### src/hdl/gp_pin_map.svh
// register indices, field positions, reset values and codes of the pin settings block
`ifndef GP_PIN_MAP_SVH
`define GP_PIN_MAP_SVH

`define GP_PIN_COUNT 4
`define GP_IDX_WORK0 4'h0
`define GP_IDX_NV0 4'h4
`define GP_IDX_CTRL 4'h8
`define GP_IDX_STAT 4'h9
`define GP_IDX_LAST 4'h9

`define GP_BIT_LEVEL 4
`define GP_BIT_DIR 3
`define GP_SET_MASK 8'h1F

`define GP_CTRL_RELOAD 0
`define GP_CTRL_RISE 5
`define GP_CTRL_FALL 6
`define GP_CTRL_MASK 8'h60
`define GP_CTRL_RESET 8'h60
`define GP_STAT_FLAG 0
`define GP_SETTLE_DONE 2'h3

`define GP_FACTORY0 8'h12
`define GP_FACTORY1 8'h13
`define GP_FACTORY2 8'h11
`define GP_FACTORY3 8'h11
`define GP_WORK_RESET 8'h08

`define GP_FN_GPIO 3'h0
`define GP_FN_DEDICATED 3'h1
`define GP_FN_ALT0 3'h2
`define GP_FN_ALT1 3'h3
`define GP_FN_ALT2 3'h4

`define GP_RESP_OKAY 2'h0
`define GP_RESP_SLVERR 2'h2

`endif

### src/hdl/gp_pin_pkg.sv
// types shared by the pin settings block
package gp_pin_pkg;

  typedef struct packed {
    logic [2:0] reserved;
    logic default_out_level;
    logic pin_direction;
    logic [2:0] pin_function_select;
  } pin_setting_s;

  typedef struct packed {
    logic suspend_indicator;
    logic uart_receive_activity_lamp;
    logic uart_transmit_activity_lamp;
    logic bus_configured_indicator;
    logic two_wire_traffic_lamp;
    logic clock_out;
  } alt_sources_s;

  typedef enum logic {
    COPY_LOAD,
    COPY_RUN
  } copy_state_e;

endpackage : gp_pin_pkg

### src/hdl/pin_sync.sv
// two-stage synchroniser for the general purpose pin inputs
`timescale 1ns/10ps
module pin_sync (
  input wire logic clock_in,
  input wire logic reset_in,
  input wire logic [3:0] async_in,
  output logic [3:0] sync_out
);
  logic [3:0] stage1_reg;
  logic [3:0] stage2_reg;

  // stage one feeds stage two only
  always_ff @(posedge clock_in) begin
    if (reset_in) begin
      stage1_reg <= 4'h0;
      stage2_reg <= 4'h0;
    end else begin
      stage1_reg <= async_in;
      stage2_reg <= stage1_reg;
    end
  end

  assign sync_out = stage2_reg;
endmodule : pin_sync

### src/hdl/pin_cell.sv
// drive and level selection for one general purpose pin
`timescale 1ns/10ps
`include "gp_pin_map.svh"
module pin_cell (
  input wire gp_pin_pkg::pin_setting_s setting_in,
  input wire logic alt_valid_in,
  input wire logic alt_drive_in,
  input wire logic alt_level_in,
  output logic drive_out,
  output logic level_out
);
  logic is_gpio;

  assign is_gpio = setting_in.pin_function_select == `GP_FN_GPIO;
  // direction and default level only count in plain i/o
  assign drive_out = is_gpio ? ~setting_in.pin_direction
                   : (alt_valid_in & alt_drive_in);
  assign level_out = is_gpio ? (~setting_in.pin_direction & setting_in.default_out_level)
                   : (alt_valid_in & alt_drive_in & alt_level_in);
endmodule : pin_cell

### src/hdl/gp_pin_function_settings.sv
// pin function settings with working and non-volatile copies behind an axi4-lite slave
`timescale 1ns/10ps
`include "gp_pin_map.svh"
module gp_pin_function_settings (
  input wire logic clock_in,
  input wire logic reset_in,
  input wire logic [7:0] s_axi_awaddr_in,
  input wire logic s_axi_awvalid_in,
  output logic s_axi_awready_out,
  input wire logic [31:0] s_axi_wdata_in,
  input wire logic [3:0] s_axi_wstrb_in,
  input wire logic s_axi_wvalid_in,
  output logic s_axi_wready_out,
  output logic [1:0] s_axi_bresp_out,
  output logic s_axi_bvalid_out,
  input wire logic s_axi_bready_in,
  input wire logic [7:0] s_axi_araddr_in,
  input wire logic s_axi_arvalid_in,
  output logic s_axi_arready_out,
  output logic [31:0] s_axi_rdata_out,
  output logic [1:0] s_axi_rresp_out,
  output logic s_axi_rvalid_out,
  input wire logic s_axi_rready_in,
  input wire gp_pin_pkg::alt_sources_s alt_sources_in,
  input wire logic [3:0] pin_in,
  output logic [3:0] pin_out,
  output logic [3:0] pin_oe_out,
  output logic [2:0] analog_in_connect_out,
  output logic [1:0] analog_out_connect_out,
  output logic detector_flag_out
);
  localparam logic [7:0] FACTORY [4] = '{`GP_FACTORY0, `GP_FACTORY1, `GP_FACTORY2,
                                         `GP_FACTORY3};

  function automatic logic [3:0] reg_index(input logic [7:0] addr);
    return addr[5:2];
  endfunction : reg_index

  function automatic logic reg_mapped(input logic [7:0] addr);
    return (addr[7:6] == 2'h0) && (addr[5:2] <= `GP_IDX_LAST);
  endfunction : reg_mapped

  // highest legal function code differs per pin
  function automatic logic alt_ok(input logic [1:0] pin, input logic [2:0] fsel);
    logic [2:0] top;
    top = (pin == 2'h0) ? `GP_FN_ALT0 : ((pin == 2'h1) ? `GP_FN_ALT2 : `GP_FN_ALT1);
    return (fsel != `GP_FN_GPIO) && (fsel <= top);
  endfunction : alt_ok

  // bus slave state
  logic awready_reg, awready_next;
  logic wready_reg, wready_next;
  logic aw_have_reg, aw_have_next;
  logic w_have_reg, w_have_next;
  logic [7:0] awaddr_reg;
  logic [7:0] wdata_reg;
  logic wstrb0_reg;
  logic bvalid_reg, bvalid_next;
  logic [1:0] bresp_reg;
  logic arready_reg, arready_next;
  logic rvalid_reg, rvalid_next;
  logic [31:0] rdata_reg;
  logic [1:0] rresp_reg;

  // settings state
  logic [7:0] nv_reg [4];
  logic [7:0] work_reg [4];
  logic [7:0] ctrl_reg;
  gp_pin_pkg::copy_state_e copy_state_reg, copy_state_next;
  logic detector_flag_reg, detector_flag_next;
  logic pin1_prev_reg;
  logic [1:0] settle_reg;
  logic [3:0] pin_out_reg, pin_oe_reg;
  logic [2:0] ain_reg;
  logic [1:0] aout_reg;

  logic aw_taken, w_taken, ar_taken, do_write, wr_fire, wr_ok;
  logic [3:0] wr_idx, rd_idx;
  logic [3:0] wr_work, wr_nv;
  logic wr_ctrl, wr_stat, reload_req, rd_ok;
  logic [7:0] rd_byte, status_byte;
  logic [3:0] pin_level;
  logic [2:0] fsel [4];
  logic [3:0] alt_valid, alt_drive, alt_level;
  logic [3:0] drive_next, level_next;
  logic rise, fall, trig, flag_clr, edge_armed;

  // write channel: address and data taken in either order, answer after both
  assign aw_taken = s_axi_awvalid_in & awready_reg;
  assign w_taken = s_axi_wvalid_in & wready_reg;
  assign do_write = aw_have_reg & w_have_reg & ~bvalid_reg;
  assign aw_have_next = aw_taken | (aw_have_reg & ~do_write);
  assign w_have_next = w_taken | (w_have_reg & ~do_write);
  assign bvalid_next = do_write | (bvalid_reg & ~s_axi_bready_in);
  assign awready_next = ~aw_have_next & ~bvalid_next;
  assign wready_next = ~w_have_next & ~bvalid_next;
  assign wr_idx = reg_index(awaddr_reg);
  assign wr_ok = reg_mapped(awaddr_reg);
  // only lane 0 carries a register; other lanes are ignored
  assign wr_fire = do_write & wr_ok & wstrb0_reg;
  assign wr_ctrl = wr_fire & (wr_idx == `GP_IDX_CTRL);
  assign wr_stat = wr_fire & (wr_idx == `GP_IDX_STAT);
  assign reload_req = wr_ctrl & wdata_reg[`GP_CTRL_RELOAD];

  // read channel: one-cycle answer
  assign ar_taken = s_axi_arvalid_in & arready_reg;
  assign rvalid_next = ar_taken | (rvalid_reg & ~s_axi_rready_in);
  assign arready_next = ~rvalid_next;
  assign rd_idx = reg_index(s_axi_araddr_in);
  assign rd_ok = reg_mapped(s_axi_araddr_in);
  assign status_byte = {pin_level, 3'h0, detector_flag_reg};
  assign rd_byte = (rd_idx < `GP_IDX_NV0) ? work_reg[rd_idx[1:0]]
                 : (rd_idx < `GP_IDX_CTRL) ? nv_reg[rd_idx[1:0]]
                 : (rd_idx == `GP_IDX_CTRL) ? ctrl_reg
                 : status_byte;

  always_ff @(posedge clock_in) begin
    if (reset_in) begin
      awready_reg <= 1'b0;
      wready_reg <= 1'b0;
      aw_have_reg <= 1'b0;
      w_have_reg <= 1'b0;
      bvalid_reg <= 1'b0;
      arready_reg <= 1'b0;
      rvalid_reg <= 1'b0;
    end else begin
      awready_reg <= awready_next;
      wready_reg <= wready_next;
      aw_have_reg <= aw_have_next;
      w_have_reg <= w_have_next;
      bvalid_reg <= bvalid_next;
      arready_reg <= arready_next;
      rvalid_reg <= rvalid_next;
    end
  end

  always_ff @(posedge clock_in) begin
    if (reset_in) begin
      awaddr_reg <= 8'h00;
      wdata_reg <= 8'h00;
      wstrb0_reg <= 1'b0;
      bresp_reg <= `GP_RESP_OKAY;
      rdata_reg <= 32'h0000_0000;
      rresp_reg <= `GP_RESP_OKAY;
    end else begin
      if (aw_taken) awaddr_reg <= s_axi_awaddr_in;
      if (w_taken) wdata_reg <= s_axi_wdata_in[7:0];
      if (w_taken) wstrb0_reg <= s_axi_wstrb_in[0];
      if (do_write) bresp_reg <= wr_ok ? `GP_RESP_OKAY : `GP_RESP_SLVERR;
      if (ar_taken) rdata_reg <= rd_ok ? {24'h00_0000, rd_byte} : 32'h0000_0000;
      if (ar_taken) rresp_reg <= rd_ok ? `GP_RESP_OKAY : `GP_RESP_SLVERR;
    end
  end

  // copy sequencer: load from non-volatile store after reset and on reload
  always_comb begin
    copy_state_next = copy_state_reg;
    case (copy_state_reg)
      gp_pin_pkg::COPY_LOAD: copy_state_next = gp_pin_pkg::COPY_RUN;
      gp_pin_pkg::COPY_RUN: begin
        if (reload_req) copy_state_next = gp_pin_pkg::COPY_LOAD;
      end
      default: copy_state_next = gp_pin_pkg::COPY_LOAD;
    endcase
  end

  always_ff @(posedge clock_in) begin
    if (reset_in) copy_state_reg <= gp_pin_pkg::COPY_LOAD;
    else copy_state_reg <= copy_state_next;
  end

  // reserved top bits are dropped and read back as zero
  genvar n;
  generate
    for (n = 0; n < `GP_PIN_COUNT; n = n + 1) begin : g_pin
      assign wr_work[n] = wr_fire & (wr_idx == (`GP_IDX_WORK0 + 4'(n)));
      assign wr_nv[n] = wr_fire & (wr_idx == (`GP_IDX_NV0 + 4'(n)));
      assign fsel[n] = work_reg[n][2:0];

      // store image; factory image returns on power-on reset only
      always_ff @(posedge clock_in) begin
        if (reset_in) nv_reg[n] <= FACTORY[n];
        else if (wr_nv[n]) nv_reg[n] <= wdata_reg & `GP_SET_MASK;
      end

      // safe input state until the store image lands
      always_ff @(posedge clock_in) begin
        if (reset_in) work_reg[n] <= `GP_WORK_RESET;
        else if (copy_state_reg == gp_pin_pkg::COPY_LOAD) work_reg[n] <= nv_reg[n];
        else if (wr_work[n]) work_reg[n] <= wdata_reg & `GP_SET_MASK;
      end

      pin_cell u_cell (
        .setting_in(gp_pin_pkg::pin_setting_s'(work_reg[n])),
        .alt_valid_in(alt_valid[n]),
        .alt_drive_in(alt_drive[n]),
        .alt_level_in(alt_level[n]),
        .drive_out(drive_next[n]),
        .level_out(level_next[n])
      );
      assign alt_valid[n] = alt_ok(2'(n), fsel[n]);
    end
  endgenerate

  // alternate function routing; analog codes leave the digital driver off
  assign alt_drive[0] = 1'b1;
  assign alt_level[0] = (fsel[0] == `GP_FN_DEDICATED) ? alt_sources_in.suspend_indicator
                      : alt_sources_in.uart_receive_activity_lamp;
  assign alt_drive[1] = (fsel[1] == `GP_FN_DEDICATED) | (fsel[1] == `GP_FN_ALT1);
  assign alt_level[1] = (fsel[1] == `GP_FN_DEDICATED) ? alt_sources_in.clock_out
                      : alt_sources_in.uart_transmit_activity_lamp;
  assign alt_drive[2] = fsel[2] == `GP_FN_DEDICATED;
  assign alt_level[2] = alt_sources_in.bus_configured_indicator;
  assign alt_drive[3] = fsel[3] == `GP_FN_DEDICATED;
  assign alt_level[3] = alt_sources_in.two_wire_traffic_lamp;

  always_ff @(posedge clock_in) begin
    if (reset_in) ctrl_reg <= `GP_CTRL_RESET;
    else if (wr_ctrl) ctrl_reg <= wdata_reg & `GP_CTRL_MASK;
  end

  pin_sync u_sync (
    .clock_in(clock_in),
    .reset_in(reset_in),
    .async_in(pin_in),
    .sync_out(pin_level)
  );

  // the synchroniser leaves reset low while an idle pin may sit high, so the
  // detector stays off until both stages and the previous sample hold real levels
  assign edge_armed = settle_reg == `GP_SETTLE_DONE;

  always_ff @(posedge clock_in) begin
    if (reset_in) settle_reg <= 2'h0;
    else if (!edge_armed) settle_reg <= settle_reg + 2'h1;
  end

  // edge detector on pin 1; the previous sample runs always so that
  // selecting the detector on a steady pin raises no false edge
  assign rise = pin_level[1] & ~pin1_prev_reg;
  assign fall = ~pin_level[1] & pin1_prev_reg;
  assign trig = edge_armed & (fsel[1] == `GP_FN_ALT2) &
                ((fall & ctrl_reg[`GP_CTRL_FALL]) | (rise & ctrl_reg[`GP_CTRL_RISE]));
  assign flag_clr = wr_stat & wdata_reg[`GP_STAT_FLAG];
  // a new edge beats a clear in the same cycle
  assign detector_flag_next = trig | (detector_flag_reg & ~flag_clr);

  always_ff @(posedge clock_in) begin
    if (reset_in) begin
      pin1_prev_reg <= 1'b0;
      detector_flag_reg <= 1'b0;
      pin_out_reg <= 4'h0;
      pin_oe_reg <= 4'h0;
      ain_reg <= 3'h0;
      aout_reg <= 2'h0;
    end else begin
      pin1_prev_reg <= pin_level[1];
      detector_flag_reg <= detector_flag_next;
      pin_out_reg <= level_next;
      pin_oe_reg <= drive_next;
      ain_reg <= {fsel[3] == `GP_FN_ALT0, fsel[2] == `GP_FN_ALT0, fsel[1] == `GP_FN_ALT0};
      aout_reg <= {fsel[3] == `GP_FN_ALT1, fsel[2] == `GP_FN_ALT1};
    end
  end

  assign s_axi_awready_out = awready_reg;
  assign s_axi_wready_out = wready_reg;
  assign s_axi_bresp_out = bresp_reg;
  assign s_axi_bvalid_out = bvalid_reg;
  assign s_axi_arready_out = arready_reg;
  assign s_axi_rdata_out = rdata_reg;
  assign s_axi_rresp_out = rresp_reg;
  assign s_axi_rvalid_out = rvalid_reg;
  assign pin_out = pin_out_reg;
  assign pin_oe_out = pin_oe_reg;
  assign analog_in_connect_out = ain_reg;
  assign analog_out_connect_out = aout_reg;
  assign detector_flag_out = detector_flag_reg;
endmodule : gp_pin_function_settings

### config.mk
export PLATFORM = sky130hd
export DESIGN_NAME = gp_pin_function_settings
export DESIGN_NICKNAME = d
export VERILOG_FILES = /design/src/hdl/gp_pin_pkg.sv /design/src/hdl/pin_sync.sv /design/src/hdl/pin_cell.sv /design/src/hdl/gp_pin_function_settings.sv
export VERILOG_INCLUDE_DIRS = /design/src /design/src/hdl
export SDC_FILE = /design/constraint.sdc
export NUM_CORES = 1
export LEC_CHECK = 0
export BUFFER_PORTS_ARGS = -buffer_cell sky130_fd_sc_hd__buf_2
export CORE_MARGIN = 3
export CORE_UTILIZATION = 54
export CTS_BUF_LIST = sky130_fd_sc_hd__clkbuf_8
export DETAILED_ROUTE_END_ITERATION = 6
export PLACE_DENSITY = 0.83
export SYNTH_ARGS = -nofsm -noshare
export SYNTH_HDL_FRONTEND = slang
export SYNTH_SLANG_ARGS = --single-unit
### constraint.sdc
create_clock -name clock_in -period 2.46 [get_ports clock_in]
set_clock_uncertainty 0.15 [all_clocks]
set_input_delay 0.492 -clock clock_in [delete_from_list [all_inputs] [get_ports clock_in]]
set_output_delay 0.492 -clock clock_in [all_outputs]
set_load 0.01 [all_outputs]
======== Word-level counts from Yosys, hierarchy flattened ========
Memories as Yosys holds them, arrays and structs flattened.
Cells that the tools add are included.
W data, S select, Z words.
storage, ports and cells
  word-level logic and storage cells ...... 215
  output and inout bits ................... 55
  memory bits (writable) .................. 52
  flip-flop bits (word level) ............. 87
  memories kept ........................... 2
  input bits .............................. 69
cells by class
  reduce and logical (&&, ||, !) cells .... 17
  equality and inequality tests ........... 22
  multiplexer cells ....................... 63
  $lt $le $gt $ge ......................... 8
  add/sub/neg operators ................... 1
  bitwise operators ....................... 78
memory list
  memory    depth  bits a word  rd ports  clocked after memory_dff  wr ports  line                            RTL
  work_reg  4      8            5         0                         4         gp_pin_function_settings.sv:67  logic [7:0] work_reg [4];
  nv_reg    4      5            5         0                         4         gp_pin_function_settings.sv:66  logic [7:0] nv_reg [4];
operators with widths
  cell                  count
  $mux W8               12
  $mux W1               44
  $and A1 B1 Y1         43
  $mux W5               4
  $or A1 B1 Y1          19
  $eq A3 B2 Y1 const B  6
  $eq A4 B3 Y1 const B  4
  $not A1 Y1            16
  $eq A3 B1 Y1 const B  4
  $eq A4 B4 Y1 const B  3
  $logic_not A3 Y1      4
  $reduce_bool A3 Y1    4
  $le A3 B2 Y1 const B  3
  $eq A4 B2 Y1 const B  2
  $le A4 B4 Y1 const B  2
  $logic_and A1 B1 Y1   6
  $eq A4 B1 Y1 const B  1
  $logic_not A2 Y1      2
  $logic_not A4 Y1      1
  $lt A4 B3 Y1 const B  1
  $lt A4 B4 Y1 const B  1
  $mux W2               2
  $eq A3 B3 Y1 const B  1
  $le A3 B3 Y1 const B  1
  other kinds (3)       3

======== Depth between registers and ports, before layout ========
Gate-level depths: netlist of the first run.
  depth after elaboration ................. 10
  gate-level depth with buffers ........... 6

======== Cells and area by module ========
A second synthesis of the first run with hierarchy kept.
unflattened totals
  cells, all modules ...................... 436
  area, all modules ....................... 4570.6 µm²
modules (own cells, without submodules)
  module                    cells each  times used  sequential area each (µm²)  area each (µm²)
  gp_pin_function_settings  396         1           2222.1                      4180.3
  pin_sync                  16          1           160.2                       210.2
  pin_cell                  6           4           0.0                         45.0

======== Least setup slack after synthesis of the first run ========
No wires, ideal clock.
  kind .................................... flip-flop to flip-flop
  start point ............................. register bvalid_reg (netlist: s_axi_bvalid_out)
  end point ............................... memory work_reg[0][0], enable pin
  setup slack ............................. 567 ps
  arrival time ............................ 1427 ps
  required time ........................... 1994 ps
  clock period less this slack ............ 1893 ps
  cell stages (with the launch flop) ...... 6
  path through ............................ dfxtp_1 > and3b_1 > buf_2 > nand4_1 > nor3_2 > nand2b_1
RTL lines
  item                    line                             RTL
  start, declared         gp_pin_function_settings.sv:58   logic bvalid_reg, bvalid_next;
  start signal, assigned  gp_pin_function_settings.sv:131  bvalid_reg <= bvalid_next;
  end, declared           gp_pin_function_settings.sv:67

==> impl_metrics.ini, run 1 <==
[logic_synthesis]
synthFlopType = dfxtp_1
yosysTopAreaCell = edfxtp_1
synth.most_common_cell = dfxtp_1
netlist_top_cells_count = 59 x dfxtp_1, 40 x edfxtp_1, 36 x nand2_1
synth_area_leaders = edfxtp_1 28%, dfxtp_1 27%, buf_4 4.5%
netlist_area_um2 = 4310
ys_warn_count = 0
yosysUniqueCellTypes = 46
async_flop_share_pct = 0
synth_top_area_share_pct = 27.9
syn_inst = 402
ys_seq_area_share_pct = 55.3
synth_edf_count = 40
ys_ff_latch = 99
avgSynthCellArea_um2 = 10.7

[critical_path]
path_max_fanout = 7
worst_setup_path_start_kind = flop
r2r-end = work_reg[0][0]
cp_data_required_time_ns = 2.38
r2r_cells = 4
cp-endpoint = work_reg[0][0]
cp-end-kind = flop
crit_type = reg2reg
timing.rr.start = awaddr_reg[5]
arrival_ns = 2.04
r2r_slack_ns = 0.33
startpoint = awaddr_reg[5]

[drt]
drtIter0Drc = 287
wl_per_cell_um = 16.0
vias = 3206
drc = 0
vias_per_cell = 5.67
ant_nets = 0
wl_um = 9040
firstDrtPassIters = 5

[cells_and_area]
regArea_um2 = 2380
antenna_cells = 0
fillers = 596
utilization_pct = 64.2
multiInputGateArea_um2 = 1700
drive_gt1_share_pct = 20.4
finalNetCount = 531
synthToLayoutAreaGrowth_pct = 11.5

[cts]
clock_latency_ns = 0.37
cts_resized = 0
cts.sinks = 99
cts.path.max_buffers = 2
post-cts-setup-buffer-count = 0
htreeDepth = 3
path_clk_slew_ns = 0.10
root_buffer = clkbuf_8
cts_tree = yes
cts_hold_buf = 0
cts-buffers-inserted = 9

[power_and_ir_drop]
powerDensity_nw_per_um2 = 672
vdd_drop_max_mv = 0.356
p_leak_nw = 1.85

[placed_design]
portBuffers = 65
place.gp.congestion = 1.01
dp_hpwl_um = 6540

[sta]
setup_viol = 0
timing.fmax_ghz = 0.470
slew_headroom_pct = 35.9
worst_slew_pin_slew_ns = 0.958
slew_violations = 0
rsz0062_at_grt = no
hold_viol = 0
fin_crit_ns = 2.13
finalCritPeriodShare_pct = 86.4
fin_tns_setup_ns = 0

[min_path]
hp-class = in2reg
holdCritStartpoint = pin_in[1]

[run]
maxCapViolCount = 0

[floorplan]
dieArea_um2 = 9090
start_util_pct = 57.6
io-pin-count = 124
die_width_um = 95.3
placementRows = 31
core_area_um2 = 7490
die_y_um = 95.3

[global_routing]
grt_usage_pct = 20.3
grt_pass1_vias = 2949
antenna_found_initial = 0
grt_overflow_total = 0
grt_pass1_wl_um = 13900
grt_max_degree = 42

[run_status]
status = finished, final reports clean
[cells in the final DEF, fill, tap and decap left out, types with 5 or more instances in the layout]
cell,synthesis,layout
buf_4,26,5
nand3_1,7,7
buf_2,5,65
inv_1,9,9
o21ai_1,10,10
nand2b_1,6,6
clkbuf_8,0,9
nor3b_1,5,5
nor2_1,26,26
mux2i_1,12,12
and2_1,5,5
mux4_2,8,8
nor3_1,16,16
a22o_1,18,18
or3_1,9,9
conb_1,1,26
a21oi_1,31,31
nor2b_1,11,11
edfxtp_1,40,40
nor4_1,5,5
nor4b_1,6,6
dfxtp_1,59,59
nand2_1,36,36
[layout make-up]
type / count / area share [%]
clock buffer: 9 / 2.58
clock inverter: 7 / 1.67
inverter: 9 / 0.703
multi-input combinational: 272 / 35.4
sequential: 99 / 49.6
tap: 99 / 2.58
timing repair buffer: 70 / 7.55
[worst min path at each step]
| stage | endpoint | slack, ns | cells past startpoint |
|---|---|---|---|
| 5_1_grt | u_sync.stage1_reg[1] | 0.18 | 2 |
| 4_1_cts | u_sync.stage1_reg[1] | 0.16 | 2 |
| 6_report | u_sync.stage1_reg[1] | 0.17 | 2 |
| 2_1_floorplan | u_sync.sync_out[0] | 0.26 | 1 |
| 3_3_place_gp | u_sync.sync_out[3] | 0.27 | 1 |
| 3_5_place_dp | u_sync.sync_out[2] | 0.28 | 1 |
[layer usage]
layer  wire length (µm)  global-route usage [%]
met5                  0                       0
met2               4410                    33.4
met4                199                    10.8
met1               3700                    25.0
met3                732                    4.34
[critical path, stage by stage, from the launching register on]
cell and delay, ns:
dfxtp_1 0.34, nor3_1 0.35, nand4_1 0.41, nor3_2 0.29, nand2b_1 0.28
[power breakdown]
part	internal (mW)	switching [mW]
Sequential	1.78	0.0718
Clock	0.490	0.596
Combinational	0.122	0.164
Total	2.40	0.831
[kinds of logic (layout without fill, tap and decap cells)]
family,after synthesis,after routing,synth area share (%)
xor gates and xnor gates,1,1,0.203
buffers and inverters,56,95,7.46
and+or+nand+nor,147,147,18.2
adders and majority gates,1,1,0.290
muxes,20,20,6.97
AOI/OAI and AO/OA,77,77,11.5
other,1,26,0.0870
DFF,99,99,55.3
[stage by stage]
step	total power [mW]	cell area [µm²]	setup WS (ns)	hold WS (ns)	std cells
floorplan	2.10	4400	0.567	0.264	427
global placement	2.16	4600	0.318	0.271	549
detailed placement	2.17	4600	0.232	0.276	549
CTS	3.24	4810	0.350	0.161	565
global route	3.34	4810	0.174	0.180	565
finish	3.23	4810	0.334	0.172	565
Note: power is estimated with default switching activity, not from simulation.
==> run 2, diff against run 1 <==
Settings changed: CORE_MARGIN 3 to 4.
==> run 2 against run 1 <==
Die area up 4.2%. First-iteration DRC count down 1.4%. Clock power down 12%. Critical endpoint is now work_reg[3][0]. Largest cell class unchanged.
==> impl_metrics.ini, run 2 (synthesis results as in run 1) <==
[drt]
firstDrtPassIters = 4
drc = 0
wl_per_cell_um = 15.7
vias = 3133
vias_per_cell = 5.53
drtIter0Drc = 283
wl_um = 8890
ant_nets = 0

[floorplan]
die_y_um = 97.3
placementRows = 32
io-pin-count = 124
die_width_um = 97.3
dieArea_um2 = 9470
core_area_um2 = 7730
start_util_pct = 55.8

[sta]
slew_headroom_pct = 35.0
fin_crit_ns = 2.06
slew_violations = 0
rsz0062_at_grt = no
setup_viol = 0
timing.fmax_ghz = 0.486
fin_tns_setup_ns = 0
hold_slack_ns = 0.178
hold_viol = 0
finalCritPeriodShare_pct = 83.6
worst_slew_pin_slew_ns = 0.971

[run_status]
status = finished, final reports clean

[cts]
htreeDepth = 3
cts-buffers-inserted = 9
cts_resized = 0
clock_latency_ns = 0.37
cts.sinks = 99
root_buffer = clkbuf_8
post-cts-setup-buffer-count = 0
cts_tree = yes
cts_hold_buf = 0
cts.path.max_buffers = 2
path_clk_slew_ns = 0.10

[cells_and_area]
synthToLayoutAreaGrowth_pct = 10.9
fillers = 627
final_common_cell = buf_2
antenna_cells = 0
final_cell_mix = 65 x buf_2, 59 x dfxtp_1, 40 x edfxtp_1
drive_gt1_share_pct = 20.2
regArea_um2 = 2380
multiInputGateArea_um2 = 1700
finalNetCount = 530

[global_routing]
antenna_found_initial = 0
grt_max_degree = 58
grt_overflow_total = 0
grt_pass1_vias = 2993
grt_usage_pct = 18.9
grt_pass1_wl_um = 14500

[critical_path]
cp_data_required_time_ns = 2.32
path_max_fanout = 7
cp-end-kind = flop
crit_type = reg2reg
r2r-end = work_reg[3][0]
worst_setup_path_start_kind = flop
r2r_slack_ns = 0.40
r2r_cells = 3
timing.rr.start = awaddr_reg[5]
cp-endpoint = work_reg[3][0]
startpoint = awaddr_reg[5]
arrival_ns = 1.92

[min_path]
hp-class = in2reg
whs_path_depth = 2

[placed_design]
portBuffers = 65
place.gp.congestion = 0.940
dp_hpwl_um = 6670

[run]
maxCapViolCount = 0

[power_and_ir_drop]
vdd_drop_max_mv = 0.351
p_leak_nw = 1.83
powerDensity_nw_per_um2 = 648
-- run 2: metal layers --
metal	vias up	part of all wire [%]	GRT usage (%)
li1	1530	-	-
met4	0	1.6	8.52
met1	1463	42	23.1
met3	11	7.0	4.16
met5	-	0	0
met2	129	50	31.9
-- run 2: through the flow --
| stage | utilization [%] | setup WS (ns) | power (mW) | instance area (µm²) | std cells |
|---|---|---|---|---|---|
| finish | 61.8 | 0.403 | 3.10 | 4780 | 567 |
| global route | 61.8 | 0.290 | 3.23 | 4780 | 567 |
| CTS | 61.8 | 0.442 | 3.12 | 4780 | 567 |
| detailed placement | 59.5 | 0.307 | 2.17 | 4600 | 551 |
| global placement | 59.5 | 0.308 | 2.16 | 4600 | 551 |
| floorplan | - | 0.567 | 2.10 | 4400 | 427 |
-- run 2: worst min-delay path by stage --
| stage | from | to | slack (ns) |
|---|---|---|---|
| after floorplan | u_sync.stage1_reg[0] | u_sync.sync_out[0] | 0.26 |
| after global placement | u_sync.stage1_reg[3] | u_sync.sync_out[3] | 0.27 |
| after detailed placement | u_sync.stage1_reg[0] | u_sync.sync_out[0] | 0.27 |
| after CTS | pin_in[3] | u_sync.stage1_reg[3] | 0.17 |
| after global routing | pin_in[3] | u_sync.stage1_reg[3] | 0.18 |
| final | pin_in[3] | u_sync.stage1_reg[3] | 0.18 |
-- run 2: power breakdown --
part,switching [mW],leakage [nW],internal [mW]
registers,0.0716,0.864,1.78
clock network,0.571,0.0929,0.384
logic,0.163,0.870,0.121
-- run 2: layout make-up --
class | count | share of cell area, %
flip-flops and latches | 99 | 49.9
clock inverters | 7 | 1.18
inverters | 9 | 0.707
clock buffers | 9 | 2.59
well taps | 102 | 2.67
repair buffers | 69 | 7.44
multi-input cells | 272 | 35.6
-- run 2: worst max-delay path, stage by stage, from the launching register on --
cell	delay (ns)
dfxtp_1	0.34
nor3_1	0.34
nand4_1	0.38
o21ai_1	0.50
==> run 3, diff against run 2 <==
Clock period 2.46 ns to 2 ns, I/O delays scaled along.
==> run 3 against run 2 <==
Cell count is 2.8% higher. First-iteration DRC count is 30% lower. Fmax is 14% higher. Sequential power is 23% higher. Register-to-register slack worse by 0.21 ns. Clock power is 28% higher. Highest routed layer unchanged. Worst hold slack worse by 0.089 ns. Setup slack worse by 0.21 ns. Critical path type unchanged. Critical path depth is 2 higher. Combinational power is 31% higher. Sequential cell count stayed put.
==> impl_metrics.ini, run 3 (synthesis results as in run 1) <==
[cells_and_area]
antenna_cells = 0
final_cell_mix = 65 x buf_2, 59 x dfxtp_1, 40 x edfxtp_1
drive_gt1_share_pct = 23.1
finalNetCount = 546
final_common_cell = buf_2
instances_no_fill = 583
utilization_pct = 63.7
synthToLayoutAreaGrowth_pct = 14.3

[critical_path]
crit_type = reg2reg
cp_slowest_cell = dfxtp_1
arrival_ns = 1.71
crit_chain = and3b_1 -> nand4_1 -> buf_4 -> nor3_2 -> nand2b_1
cp_slowest_stage_delay_ns = 0.35
path_max_fanout = 7
cp_top_family = simple AND/OR/NAND/NOR gates
worst_setup_path_start_kind = flop
crit_buf_inv = 1
cp-end-kind = flop
cp_data_required_time_ns = 1.90

[power_and_ir_drop]
pwr-share-seq_pct = 58.9
powerDensity_nw_per_um2 = 786
switching_share_pct = 26.3
p_int_mw = 2.85
combPwrFrac_pct = 9.6
vdd_drop_max_mv = 0.425
pwr-share-clk_pct = 31.5
p_leak_nw = 1.92
power.switching_mw = 1.02

[min_path]
hp-class = in2reg

[global_routing]
grt_pass1_vias = 3033
grt_max_degree = 52
antenna_found_initial = 0
grt_usage_pct = 18.7
grt_overflow_total = 0
grt_pass1_wl_um = 14300

[cts]
clock_latency_ns = 0.36
post-cts-setup-buffer-count = 0
root_buffer = clkbuf_8
path_clk_slew_ns = 0.10
cts-buffers-inserted = 9
cts.sinks = 99
htreeDepth = 3
cts.path.max_buffers = 2
cts_tree = yes

[sta]
worst_slew_pin_slew_ns = 0.955
fin_crit_ns = 1.81
slew_headroom_pct = 36.1
finalCritPeriodShare_pct = 90.3
setup_viol = 0
hold_viol = 0
slew_violations = 0
timing.fmax_ghz = 0.554
rsz0062_at_grt = no

[placed_design]
dp_hpwl_um = 6720
portBuffers = 65
place.gp.congestion = 0.966
dp.cells = 567

[drt]
vias = 3149
vias_per_cell = 5.40
ant_nets = 0
drc = 0
drtIter0Drc = 197
firstDrtPassIters = 4
wl_per_cell_um = 15.4
wl_um = 8950

[floorplan]
core_area_um2 = 7730
dieArea_um2 = 9470
io-pin-count = 124
start_util_pct = 55.8
die_width_um = 97.3
die_y_um = 97.3
placementRows = 32

[run]
maxCapViolCount = 0

[run_status]
status = finished, final reports clean
==> run 3: final timing paths <==
check,startpoint,end,slack (ns),cells after the start
min reg2reg,u_sync.stage1_reg[0],u_sync.sync_out[0],0.30,1
max,s_axi_bvalid_out,work_reg[0][3],0.19,5
max reg2reg,s_axi_bvalid_out,work_reg[0][3],0.19,5
min,pin_in[1],u_sync.stage1_reg[1],0.09,2
==> run 3: power by group through the flow <==
| stage | combinational [mW] | sequential (mW) | clock (mW) |
|---|---|---|---|
| after CTS | 0.371 | 2.28 | 1.24 |
| after global placement | 0.358 | 2.32 | 0 |
| after global routing | 0.413 | 2.29 | 1.31 |
| after detailed placement | 0.369 | 2.32 | 0 |
| final | 0.372 | 2.28 | 1.22 |
| after floorplan | 0.281 | 2.30 | 0 |
==> run 3: layout make-up <==
| class | count | area, µm² |
|---|---|---|
| fill | 628 | 2800 |
| timing repair buffer | 85 | 488 |
| clock inverter | 7 | 63.8 |
| inverter | 9 | 33.8 |
| clock buffer | 9 | 124 |
| sequential | 99 | 2380 |
| tap | 102 | 128 |
| multi-input combinational | 272 | 1700 |
==> run 3: metrics by stage <==
step | area [µm²] | setup WS [ns] | TNS, ns | power (mW) | hold WS [ns]
floorplan | 4400 | 0.107 | 0 | 2.58 | 0.264
detailed placement | 4730 | -0.00227 | -0.00227 | 2.69 | 0.275
finish | 4920 | 0.195 | 0 | 3.87 | 0.0895
global placement | 4730 | 0.0579 | 0 | 2.68 | 0.267
CTS | 4920 | 0.168 | 0 | 3.89 | 0.0741
global route | 4920 | 0.0606 | 0 | 4.02 | 0.0849
==> run 3: worst reg2reg max path: cells and delay by family (launching register included) <==
family | cells | cell delay [ns]
buf+inv | 1 | 0.18
flops | 1 | 0.35
simple gates | 4 | 0.82
==> run 3: repair_timing <==
action                                  in CTS  in global routing
endpoints found under the setup margin       0                  5
hold buffers                                 0                  0
resized for setup                            0                  1
==> run 3: per-layer routing <==
| layer | GRT usage [%] | part of all wire, % | wire length (µm) |
|---|---|---|---|
| met1 | 22.9 | 42 | 3730 |
| met2 | 31.5 | 49 | 4420 |
| met3 | 3.80 | 6.6 | 590 |
| met4 | 9.27 | 2.4 | 211 |
| met5 | 0 | 0 | 0 |
